--- config.mk ---
export PLATFORM = sky130hd
export DESIGN_NAME = three_wire_serial_port
export DESIGN_NICKNAME = d
export VERILOG_FILES = /design/src/design/sp_pkg.sv /design/src/design/sio_edge_if.sv /design/src/design/sck_timer.sv /design/src/design/word_shifter.sv /design/src/design/three_wire_serial_port.sv
export SDC_FILE = /design/constraint.sdc
export NUM_CORES = 1
export LEC_CHECK = 0
export BUFFER_PORTS_ARGS = -buffer_cell sky130_fd_sc_hd__buf_2
export CAP_MARGIN = 20
export CORE_UTILIZATION = 44
export DETAILED_ROUTE_END_ITERATION = 8
export PLACE_DENSITY_LB_ADDON = 0.1
export SYNTH_ARGS = -nofsm -noshare
export SYNTH_HDL_FRONTEND = slang
export SYNTH_SLANG_ARGS = --single-unit
--- constraint.sdc ---
create_clock -name clock -period 3.79 [get_ports clock]
set_input_delay 0.5685 -clock clock [delete_from_list [all_inputs] [get_ports clock]]
set_output_delay 0.5685 -clock clock [all_outputs]
set_load 0.005 [all_outputs]
--- src/design/sp_pkg.sv ---
// Purpose: Shared constants for the three-wire serial port
// Assumes: 8-bit register port, byte addresses
// Notes:   Field positions are bit indices within 8-bit registers
package sp_pkg;
    localparam logic [15:0] MODE_CTRL_0_ADDR = 16'hff80;
    localparam logic [15:0] MODE_CTRL_1_ADDR = 16'hff88;
    localparam logic [15:0] CLOCK_SEL_OFF    = 16'h0001;
    localparam logic [15:0] TX_BUF_OFF       = 16'h0002;
    localparam logic [15:0] SHIFT_REG_OFF    = 16'h0003;
    localparam int          ENABLE_BIT       = 7;
    localparam int          TRMD_BIT         = 6;
    localparam int          SSEL_BIT         = 5;
    localparam int          DIR_BIT          = 4;
    localparam int          BUSY_BIT         = 0;
    localparam int          CKP_BIT          = 4;
    localparam int          DAP_BIT          = 3;
    localparam logic [2:0]  RATE_EXTERNAL    = 3'h7;
    localparam logic [7:0]  MODE_WR_MASK_0   = 8'hd0;
    localparam logic [7:0]  MODE_WR_MASK_1   = 8'hf0;
    localparam logic [7:0]  CLOCK_SEL_MASK   = 8'h1f;
    localparam logic [7:0]  REG_RESET        = 8'h00;
    localparam logic [4:0]  LAST_EDGE        = 5'h0f;
    typedef enum logic {
        PH_IDLE = 1'b0,
        PH_RUN  = 1'b1
    } xfer_phase_t;
endpackage

--- src/design/sio_edge_if.sv ---
// Purpose: Edge pulses and synced pin levels inside the port
// Assumes: One clock domain
// Notes:   Driven by the timer, read by shifter and top
`timescale 1ns/1ps
`default_nettype none
interface sio_edge_if;
    logic lead;
    logic trail;
    logic si_level;
    logic ssi_level;
    modport source (output lead, output trail,
                    output si_level, output ssi_level);
    modport sink (input lead, input trail,
                  input si_level, input ssi_level);
endinterface
`default_nettype wire

--- src/design/sck_timer.sv ---
// Purpose: Serial clock divider, pin synchronisers, edge finder
// Assumes: External serial clock far slower than clock
// Notes:   Lead is the edge away from the idle level
`timescale 1ns/1ps
`default_nettype none
module sck_timer (
    input  wire logic       clock,
    input  wire logic       rst_n,
    input  wire logic       run,
    input  wire logic       external,
    input  wire logic       idle_level,
    input  wire logic [2:0] rate,
    input  wire logic       sck_pin,
    input  wire logic       si_pin,
    input  wire logic       ssi_pin,
    sio_edge_if.source      edges
);
    typedef struct packed {
        logic [1:0] sck_s;
        logic [1:0] si_s;
        logic [1:0] ssi_s;
        logic       prev;
        logic       away;
        logic [6:0] cnt;
        logic       lead;
        logic       trail;
    } gen_t;
    gen_t s;
    gen_t next_s;

    // Half period of 2**rate cycles
    function automatic logic [6:0] half_limit(input logic [2:0] r);
        half_limit = 7'((7'h01 << r) - 7'h01);
    endfunction

    always_comb begin
        next_s = s;
        next_s.lead = 1'b0;
        next_s.trail = 1'b0;
        next_s.sck_s = {s.sck_s[0], sck_pin};
        next_s.si_s = {s.si_s[0], si_pin};
        next_s.ssi_s = {s.ssi_s[0], ssi_pin};
        if (!run || external) begin
            next_s.cnt = 7'h00;
            next_s.away = 1'b0;
            next_s.prev = s.sck_s[1] ^ idle_level;
            if (run) begin
                next_s.lead = next_s.prev & ~s.prev;
                next_s.trail = ~next_s.prev & s.prev;
            end
        end else if (s.cnt == half_limit(rate)) begin
            next_s.cnt = 7'h00;
            next_s.away = ~s.away;
            next_s.lead = ~s.away;
            next_s.trail = s.away;
        end else begin
            next_s.cnt = 7'(s.cnt + 7'h01);
        end
    end

    always_ff @(posedge clock or negedge rst_n) begin
        if (!rst_n) begin
            s <= '0;
        end else begin
            s <= next_s;
        end
    end

    assign edges.lead = s.lead;
    assign edges.trail = s.trail;
    assign edges.si_level = s.si_s[1];
    assign edges.ssi_level = s.ssi_s[1];
endmodule
`default_nettype wire

--- src/design/word_shifter.sv ---
// Purpose: 8-bit shift register with selectable bit order
// Assumes: Edge pulses one cycle long
// Notes:   Sample and change edges swap with the phase bit
`timescale 1ns/1ps
`default_nettype none
module word_shifter (
    input  wire logic       clock,
    input  wire logic       rst_n,
    input  wire logic       clear,
    input  wire logic       load,
    input  wire logic [7:0] load_data,
    input  wire logic       active,
    input  wire logic       dap,
    input  wire logic       lsb_first,
    sio_edge_if.sink        edges,
    output var  logic [7:0] data,
    output var  logic       out_bit
);
    typedef struct packed {
        logic [7:0] data;
        logic       out_bit;
    } shf_t;
    shf_t s;
    shf_t next_s;

    function automatic logic pick(input logic [7:0] d, input logic lsb);
        pick = lsb ? d[0] : d[7];
    endfunction

    always_comb begin
        next_s = s;
        if (clear) begin
            next_s = '0;
        end else if (load) begin
            next_s.data = load_data;
            next_s.out_bit = pick(load_data, lsb_first);
        end else if (active) begin
            if (dap ? edges.lead : edges.trail) begin
                next_s.data = lsb_first ? {edges.si_level, s.data[7:1]}
                                        : {s.data[6:0], edges.si_level};
            end
            if (dap ? edges.trail : edges.lead) begin
                next_s.out_bit = pick(s.data, lsb_first);
            end
        end
    end

    always_ff @(posedge clock or negedge rst_n) begin
        if (!rst_n) begin
            s <= '0;
        end else begin
            s <= next_s;
        end
    end

    assign data = s.data;
    assign out_bit = s.out_bit;
endmodule
`default_nettype wire

--- src/design/three_wire_serial_port.sv ---
// Purpose: One channel of a clocked three-wire serial port
// Assumes: Register port with one-cycle strobes, read data next cycle
// Notes:   SLAVE_SELECT_PRESENT picks the channel with slave select
`timescale 1ns/1ps
`default_nettype none
module three_wire_serial_port #(
    parameter logic        SLAVE_SELECT_PRESENT = 1'b0,
    parameter logic [15:0] MODE_ADDR            = sp_pkg::MODE_CTRL_0_ADDR
) (
    input  wire logic        clock,
    input  wire logic        rst_n,
    input  wire logic [15:0] addr,
    input  wire logic [7:0]  wr_data,
    input  wire logic        wr_en,
    input  wire logic        rd_en,
    output var  logic [7:0]  rd_data,
    input  wire logic        serial_clock_in,
    output var  logic        serial_clock_out,
    output var  logic        serial_clock_oe,
    input  wire logic        serial_input,
    output var  logic        serial_output,
    output var  logic        serial_output_oe,
    input  wire logic        slave_select_n
);
    localparam logic [7:0] MODE_MASK = SLAVE_SELECT_PRESENT
        ? sp_pkg::MODE_WR_MASK_1 : sp_pkg::MODE_WR_MASK_0;

    typedef struct packed {
        logic [7:0]          mode;
        logic [7:0]          csel;
        logic [7:0]          txb;
        sp_pkg::xfer_phase_t phase;
        logic [4:0]          ecnt;
        logic                sck;
        logic                sck_oe;
        logic                so;
        logic                so_oe;
        logic [7:0]          rdat;
    } ctl_t;
    ctl_t s;
    ctl_t next_s;

    function automatic logic [15:0] reg_addr(input logic [15:0] off);
        reg_addr = 16'(MODE_ADDR + off);
    endfunction

    ////////////////////////////////////////////////////////////////////
    // Decode and derived controls

    logic       hit_mode;
    logic       hit_csel;
    logic       hit_txb;
    logic       hit_sio;
    logic       enable;
    logic       trmd;
    logic       busy;
    logic       external;
    logic       idle_level;
    logic       dap;
    logic       ss_block;
    logic       tx_start;
    logic       rx_start;
    logic       edge_pulse;
    logic       kill;
    logic [7:0] sio_data;
    logic       sio_bit;

    sio_edge_if edges ();

    assign hit_mode = (addr == MODE_ADDR);
    assign hit_csel = (addr == reg_addr(sp_pkg::CLOCK_SEL_OFF));
    assign hit_txb = (addr == reg_addr(sp_pkg::TX_BUF_OFF));
    assign hit_sio = (addr == reg_addr(sp_pkg::SHIFT_REG_OFF));

    assign enable = s.mode[sp_pkg::ENABLE_BIT];
    assign trmd = s.mode[sp_pkg::TRMD_BIT];
    assign busy = (s.phase == sp_pkg::PH_RUN);
    assign external = (s.csel[2:0] == sp_pkg::RATE_EXTERNAL);
    assign idle_level = ~s.csel[sp_pkg::CKP_BIT];
    assign dap = s.csel[sp_pkg::DAP_BIT];

    // Select pin only when chosen
    // Select is only honoured in slave mode; a master ignores it
    assign ss_block = SLAVE_SELECT_PRESENT
                   && s.mode[sp_pkg::SSEL_BIT]
                   && external
                   && edges.ssi_level;

    assign tx_start = wr_en && hit_txb && enable && trmd
                   && !busy && !ss_block;

    assign rx_start = rd_en && hit_sio && enable && !trmd
                   && !busy && !ss_block;

    assign edge_pulse = busy && !ss_block
                     && (edges.lead || edges.trail);

    ////////////////////////////////////////////////////////////////////
    // Serial clock timing and shifting

    sck_timer timer (
        .clock      (clock),
        .rst_n      (rst_n),
        .run        (busy),
        .external   (external),
        .idle_level (idle_level),
        .rate       (s.csel[2:0]),
        .sck_pin    (serial_clock_in),
        .si_pin     (serial_input),
        .ssi_pin    (slave_select_n),
        .edges      (edges.source)
    );

    word_shifter shifter (
        .clock     (clock),
        .rst_n     (rst_n),
        .clear     (kill),
        .load      (tx_start),
        .load_data (wr_data),
        .active    (busy && !ss_block),
        .dap       (dap),
        .lsb_first (s.mode[sp_pkg::DIR_BIT]),
        .edges     (edges.sink),
        .data      (sio_data),
        .out_bit   (sio_bit)
    );

    ////////////////////////////////////////////////////////////////////
    // Registers and transfer control

    always_comb begin
        next_s = s;
        kill = 1'b0;

        if (wr_en && hit_mode) begin
            next_s.mode = wr_data & MODE_MASK;
        end
        if (wr_en && hit_csel) begin
            next_s.csel = wr_data & sp_pkg::CLOCK_SEL_MASK;
        end
        if (wr_en && hit_txb && !busy) begin
            next_s.txb = wr_data;
        end

        // Disable clears the logic
        // Acts on the edge that stores the cleared bit, not later
        if (!next_s.mode[sp_pkg::ENABLE_BIT]) begin
            kill = 1'b1;
            next_s.phase = sp_pkg::PH_IDLE;
            next_s.ecnt = 5'h00;
        end else if (tx_start || rx_start) begin
            next_s.phase = sp_pkg::PH_RUN;
            next_s.ecnt = 5'h00;
        end else if (edge_pulse) begin
            next_s.ecnt = 5'(s.ecnt + 5'h01);
            if (s.ecnt == sp_pkg::LAST_EDGE) begin
                next_s.phase = sp_pkg::PH_IDLE;
            end
        end

        if (!enable || external || !busy) begin
            next_s.sck = idle_level;
        end else if (edges.lead) begin
            next_s.sck = ~idle_level;
        end else if (edges.trail) begin
            next_s.sck = idle_level;
        end
        next_s.sck_oe = enable && !external;

        // Shift data to the output pin
        next_s.so = enable && trmd && sio_bit;
        next_s.so_oe = enable && !ss_block;

        // Read data stands one cycle only
        next_s.rdat = sp_pkg::REG_RESET;
        if (rd_en) begin
            if (hit_mode) begin
                next_s.rdat = {s.mode[7:1], busy};
            end else if (hit_csel) begin
                next_s.rdat = s.csel;
            end else if (hit_txb) begin
                next_s.rdat = s.txb;
            end else if (hit_sio) begin
                next_s.rdat = sio_data;
            end
        end
    end

    always_ff @(posedge clock or negedge rst_n) begin
        if (!rst_n) begin
            s <= '0;
            s.sck <= 1'b1;
        end else begin
            s <= next_s;
        end
    end

    assign rd_data = s.rdat;
    assign serial_clock_out = s.sck;
    assign serial_clock_oe = s.sck_oe;
    assign serial_output = s.so;
    assign serial_output_oe = s.so_oe;
endmodule
`default_nettype wire

==> metrics, run 1 <==
final wirelength 5.84 mm; Die Y 83.8 microns; boundary pin count 43; Power per Cell Area 347 mW/mm^2; FFs w/ async S/R, synth 1.00; drt drc 0; EDFF count, synth 0; setup tns final 0 ns; slack of the critical path 1.11 ns; # port buffers 41; share of cells above drive strength 1 0.266; Tcrit/Tclk final 0.708; Min Hold Slack 0.290 ns; Layout Cells excl Fill 393; syn avg cell area 10.8 sq um; cell count after synthesis 273; dpl ws 0.760 ns; Total Routing Usage GR 0.184; Worst-Skew Late Latency 0.33 ns; CP max FO 3; root buffer cell clkbuf_8; CTS tree done; CTS Sinks 58; Max-slew headroom 0.522; Post-Syn Nets 307; post-placement cell count 377; GPL Wtd Cong 0.806; Final min period 2.68 ns; routed len/inst 14.9 microns; row cnt 29; sequential-to-total area share from yosys stat 0.494; unrepaired setup endpoints after global routing no; number of global-route vias before repair 2062; Yosys cell types 47; Worst EP required 4.00 ns; via count 2115; global-route wire length before repair 10.1 mm; area grow syn2layout 13.2%; Synth Flop Type dfrtp_1; CTS max path bufs 2; worst flop-to-flop path endpoint timer.s[5]; clk_skew 0.00830 ns; drt first-iter violations 65; footprint of the multi-input gates 0.00135 sq mm; H-tree levels 3; Setup CP Type input pin to flop; TritonCTS buffer count 9; Mapped Area 0.00294 sq mm; Max Clock Freq 0.372 GHz; via/cell ratio 5.38; Worst Tran Pin Value 0.717 ns; final hold viol count 0; crit end category flop; Die X 83.8 microns; cells on worst reg2reg path 6; core area 0.00639 sq mm; Post-CTS Resized 0; Final nets 345; remaining antenna violation count 0; number of synthesized register bits 58; hold_buf cts 0; Final HPWL DP 4.11 mm; Max Cap Viol 0; initial antenna violation count 0; CP Data Arrival Time 2.90 ns; r2r setup slk 1.60 ns; Starting Density 0.461; max-slew violation count 0; Ys Warns 0; postcts setup bufs 0; Setup-failing EPs final 0; Register Area 0.00145 sq mm; total gr overflow 0; Pwr Total 1.16 mW; P_leak 1.50 nW; n_diodes 0; die area 0.00702 sq mm; Hold WC Path Type input pin to asynchronous set/reset pin; status complete, no violations; worst flop-to-flop path startpoint s[27]; critical path launch point type input pin; DRT Pass-1 Iters 4; Worst-path clk slew 0.06 ns; largest net degree at the start of global routing 34; VDD IR max 258 uV; Fillers 580
==> registers in the layout, indices dropped and copies added, names as in the netlist, 2 cells and up <==
name and count:
timer.s 10, shifter.data 8, s 19, rd_data 8, timer.next_s 2
==> critical path: stages <==
cell,delay (ns)
buf_2,0.10
or4b_4,0.54
or4_4,0.55
nor4b_4,0.35
mux4_1,0.60
mux2i_1,0.14
nor2_1,0.05
==> synthesized netlist by cell type, drive strengths merged, types with 2 or more instances <==
| library cell | instances | area [sq um] |
|---|---|---|
| dfrtp | 57 | 1430 |
| nor2 | 33 | 124 |
| nand2 | 23 | 86.3 |
| mux2i | 21 | 210 |
| mux2 | 18 | 203 |
| o21ai | 13 | 65.1 |
| buf | 10 | 76.3 |
| clkbuf | 8 | 30.0 |
| inv | 8 | 30.0 |
| and3 | 7 | 43.8 |
| a21oi | 6 | 30.0 |
| xnor2 | 6 | 52.6 |
| a31oi | 5 | 31.3 |
| nand3 | 5 | 25.0 |
| nor2b | 5 | 31.3 |
| xor2 | 5 | 43.8 |
| nor3 | 4 | 20.0 |
| a22oi | 3 | 22.5 |
| ha | 3 | 37.5 |
| mux4 | 3 | 71.3 |
| nand2b | 3 | 18.8 |
| nand4 | 3 | 18.8 |
| nor4 | 2 | 12.5 |
| o31a | 2 | 17.5 |
==> placed cells by master (no fill, tap or decap), drive strengths merged, types with 2 or more instances in the layout <==
cell type | Yosys | final
mux2 | 18 | 18
mux2i | 21 | 21
a31oi | 5 | 5
a21oi | 6 | 6
nand3 | 5 | 5
a22oi | 3 | 3
o31a | 2 | 2
inv | 8 | 8
ha | 3 | 3
nor2 | 33 | 33
clkinv | 0 | 3
nand2 | 23 | 23
and3 | 7 | 7
nor4 | 2 | 2
nand4 | 3 | 3
xnor2 | 6 | 6
dfrtp | 57 | 57
nand2b | 3 | 3
xor2 | 5 | 5
nor2b | 5 | 5
o21ai | 13 | 13
mux4 | 3 | 3
buf | 10 | 45
clkbuf | 8 | 13
nor3 | 4 | 4
==> worst max path at each step <==
stage                       start         endpoint  slack, ns  depth (start not counted)
after floorplan           addr[5]  shifter.out_bit       0.84                          7
after global placement    addr[5]  shifter.out_bit       0.82                          7
after detailed placement  addr[5]  shifter.out_bit       0.76                          7
after CTS                 addr[5]  shifter.out_bit       1.11                          7
after global routing      addr[0]            s[12]       1.05                          8
final                     addr[5]  shifter.out_bit       1.11                          7
==> stage by stage <==
step                      cell area [sq um]  utilization
after floorplan                        2940            -
after global placement                 3170        0.496
after detailed placement               3170        0.496
after CTS                              3330        0.522
after global routing                   3330        0.522
final                                  3330        0.522
==> where the power goes <==
part	switching, mW	total, mW	internal [mW]	leakage, nW
sequential	0.00132	0.623	0.622	0.790
combinational	0.0283	0.0465	0.0182	0.625
clock	0.233	0.485	0.252	0.0872
==> per-layer routing <==
layer | global-route usage | routed length, microns | vias to the layer above
met4 | 0.0832 | 93 | 0
met5 | 0 | 0 | -
met2 | 0.278 | 2570 | 49
li1 | - | - | 1037
met3 | 0.0415 | 257 | 8
met1 | 0.252 | 2920 | 1021
==> kinds of logic after synthesis <==
logic type | after synthesis | share of synthesized area
and+or+nand+nor | 96 | 0.168
adders and majority gates | 3 | 0.0128
muxes | 42 | 0.165
DFF | 58 | 0.494
buffers and inverters | 26 | 0.0464
AOI/OAI and AO/OA | 37 | 0.0812
xor gates and xnor gates | 11 | 0.0328
==> area by class of cell <==
class | instances | share of cell area
sequential | 58 | 0.436
multi-input combinational | 189 | 0.406
timing repair buffer | 45 | 0.0706
clock buffer | 13 | 0.0447
tap | 77 | 0.0289
inverter | 8 | 0.00902
clock inverter | 3 | 0.00451
(Power assumes the default switching activity.)
==> inputs of run 2 (changes only) <==
- ABC_AREA: default -> 1
- clock period: 3.79 -> 2.75 ns (I/O delays scaled with it)
==> run 2 against run 1 <==
- clock power is 89% higher
- largest power group is now the clock network
- worst hold slack got worse by 0.28 ns
- largest cell class is now multi-input combinational cells
- flip-flop and latch count did not move
- synthesized cell count rose by 55%
- sequential share of layout area fell by 4.8 points
- final area grew 12%
==> metrics, run 2 <==
Most flops, register s (unchanged); total gr overflow 0 (unchanged); # port buffers 41 (unchanged); hold_buf cts 0 (unchanged); EDFF count, synth 0 (unchanged); row cnt 31 (was 29); CP max FO 23 (was 3); DRT Pass-1 Iters 5 (was 4); global-route wire length before repair 12.2 mm (was 10.1 mm); Final nets 493 (was 345); clk_skew 0.0108 ns (was 0.00830 ns); area leader, netlist dfrtp_1 (unchanged); Synth Flop Type dfrtp_1 (unchanged); Max Clock Freq 0.582 GHz; CP Cell Sequence buf_2 -> nor2_2 -> nand2_1 -> nor2_2 -> nand4_1 -> nand2_2 -> nand3_2 -> nand2_1 -> nand2_1 (was buf_2 -> or4b_4 -> or4_4 -> nor4b_4 -> mux4_1 -> mux2i_1 -> nor2_1); dpl ws 0.693 ns (was 0.760 ns); Final min period 1.72 ns; Mapped Area 0.00330 sq mm (was 0.00294 sq mm); final hold viol count 0 (unchanged); Starting Density 0.455 (was 0.461); status complete, no violations (unchanged); Worst EP required 2.98 ns (was 4.00 ns); Yosys top cell area share 0.432 (was 0.485); via count 2711 (was 2115); Area contributors post-synth dfrtp_1, nand2_1, nor2_1, inv_1, nand4_1 (was dfrtp_1, mux2i_1, mux2_2, nor2_1, nand2_1); CTS max path bufs 2 (unchanged); count leader, synth nand2_1 (was dfrtp_1); Pwr Total 1.85 mW (was 1.16 mW); Worst-path clk slew 0.07 ns (was 0.06 ns); final wirelength 7.26 mm (was 5.84 mm); CTS Sinks 58 (unchanged); area grow syn2layout 13.4% (was 13.2%); Post-Syn Nets 456 (was 307); Worst Tran Pin Value 0.627 ns (was 0.717 ns); FFs w/ async S/R, synth 1.00 (unchanged); commonest non-fill, non-tap cell in the layout nand2_1 (was dfrtp_1); CP max stage delay 0.37 ns (was 0.60 ns); drt first-iter violations 176 (was 65); setup tns final 0 ns (unchanged); Die X 88.6 microns (was 83.8 microns); CP Buf/Inv Count 1 (unchanged); max-slew violation count 0 (unchanged); root buffer cell clkbuf_8 (unchanged); share of cells above drive strength 1 0.190 (was 0.266); critical path's top delay family simple AND/OR/NAND/NOR gates (unchanged); VDD IR max 218 uV (was 258 uV); Post-CTS Resized 0 (unchanged); routed len/inst 12.9 microns (was 14.9 microns); finished layout cell area 0.00375 sq mm (was 0.00333 sq mm); Max-slew headroom 0.582 (was 0.522); Ys Warns 0 (unchanged); CP max stage cell nand2_2 (was mux4_1); crit end category flop (unchanged); drt drc 0 (unchanged); Hold WC Path Type input pin to asynchronous set/reset pin (unchanged); sequential-to-total area share from yosys stat 0.440 (was 0.494); Total Routing Usage GR 0.210 (was 0.184); leading registers by flop count s x19, timer.s x10 (unchanged); n_diodes 0 (unchanged); largest net degree at the start of global routing 25 (was 34); Post-DP Area 0.00352 sq mm (was 0.00317 sq mm); critical path launch point type input pin (unchanged); core area 0.00725 sq mm (was 0.00639 sq mm); Power per Cell Area 494 mW/mm^2 (was 347 mW/mm^2); most used cell along the critical path nand2_1; TritonCTS buffer count 9 (unchanged); Final HPWL DP 5.35 mm (was 4.11 mm); Worst-Skew Late Latency 0.35 ns (was 0.33 ns); final core occ 0.516 (was 0.522); syn avg cell area 7.83 sq um (was 10.8 sq um); number of global-route vias before repair 2502 (was 2062); postcts setup bufs 0 (unchanged); boundary pin count 43 (unchanged); CP Data Arrival Time 1.95 ns (was 2.90 ns); H-tree levels 3 (unchanged); slack of the critical path 1.03 ns (was 1.11 ns); remaining antenna violation count 0 (unchanged); die area 0.00786 sq mm (was 0.00702 sq mm); most frequent cells in the layout nand2_1, dfrtp_1, nor2_1, inv_1, buf_2 (was dfrtp_1, buf_2, nor2_1, nand2_1, mux2i_1); via/cell ratio 4.82 (was 5.38); initial antenna violation count 0 (unchanged); max FFs per register 19 (unchanged); Die Y 88.6 microns (was 83.8 microns); number of synthesized register bits 58 (unchanged); Yosys cell types 33 (was 47); Setup CP Type input pin to flop (unchanged); GPL Wtd Cong 0.832 (was 0.806); cell count after synthesis 422 (was 273); Tcrit/Tclk final 0.624; CTS tree done (unchanged); top cells by count, synth nand2_1, dfrtp_1, nor2_1, inv_1, o21ai_0 (was dfrtp_1, nor2_1, nand2_1, mux2i_1, mux2_2); P_leak 1.88 nW (was 1.50 nW); Max Cap Viol 0 (unchanged); unrepaired setup endpoints after global routing no (unchanged); Setup-failing EPs final 0 (unchanged)
-- run 2: final timing paths --
| kind | slack, ns | to | from | depth (start not counted) |
|---|---|---|---|---|
| worst max-delay path | 1.03 | shifter.data[0] | addr[3] | 9 |
| worst min-delay path | 0.01 | timer.s[4] | rst_n | 1 |
| worst max register to register | 1.11 | timer.s[3] | s[28] | 8 |
| worst min register to register | 0.35 | timer.s[16] | timer.next_s[16] | 0 |
| max in group asynchronous | 2.00 | serial_clock_out | rst_n | 2 |
| min in group clock | 0.16 | timer.next_s[14] | serial_input | 1 |
-- run 2: kinds of logic (layout without fill, tap and decap cells) --
kind of cell	Yosys count	after routing	synth area share
AOI/OAI and AO/OA	44	44	0.0708
xor gates and xnor gates	12	12	0.0318
adders and majority gates	3	3	0.0114
buffers and inverters	72	114	0.103
DFF	58	58	0.440
muxes	9	9	0.0277
and+or+nand+nor	224	224	0.316
-- run 2: layer usage --
layer / vias up / part of all wire / track usage
met3: 8 / 0.045 / 0.0485
li1: 1414 / - / -
met4: 0 / 0.011 / 0.0704
met1: 1230 / 0.50 / 0.308
met2: 59 / 0.44 / 0.304
met5: - / 0 / 0
-- run 2: power breakdown --
group | total [mW] | internal [mW] | switching [mW]
clock network | 0.916 | 0.560 | 0.355
registers | 0.859 | 0.857 | 0.00183
logic | 0.0766 | 0.0257 | 0.0510
total | 1.85 | 1.44 | 0.408
-- run 2: area by class of cell --
class	count	area, sq um
Timing Repair Buffer	44	228
Tap cell	99	124
Multi-Input combinational cell	292	1510
Fill cell	741	3510
Clock inverter	4	73.8
Sequential cell	58	1450
Inverter	54	203
Clock buffer	12	155
-- run 2: stage by stage --
stage               cells  hold slack (ns)
floorplan             422            0.117
global placement      547            0.332
detailed placement    547            0.336
CTS                   563           0.0219
global route          563           0.0371
finish                563           0.0127
-- run 2: worst register-to-register path: stages, from the launching register on --
cell     delay [ns]
dfrtp_1        0.46
nor2_1         0.19
nand2_1        0.08
xnor2_1        0.14
nand3_1        0.09
nor2_1         0.14
nand2_1        0.14
nand2_1        0.22
nor2_1         0.06
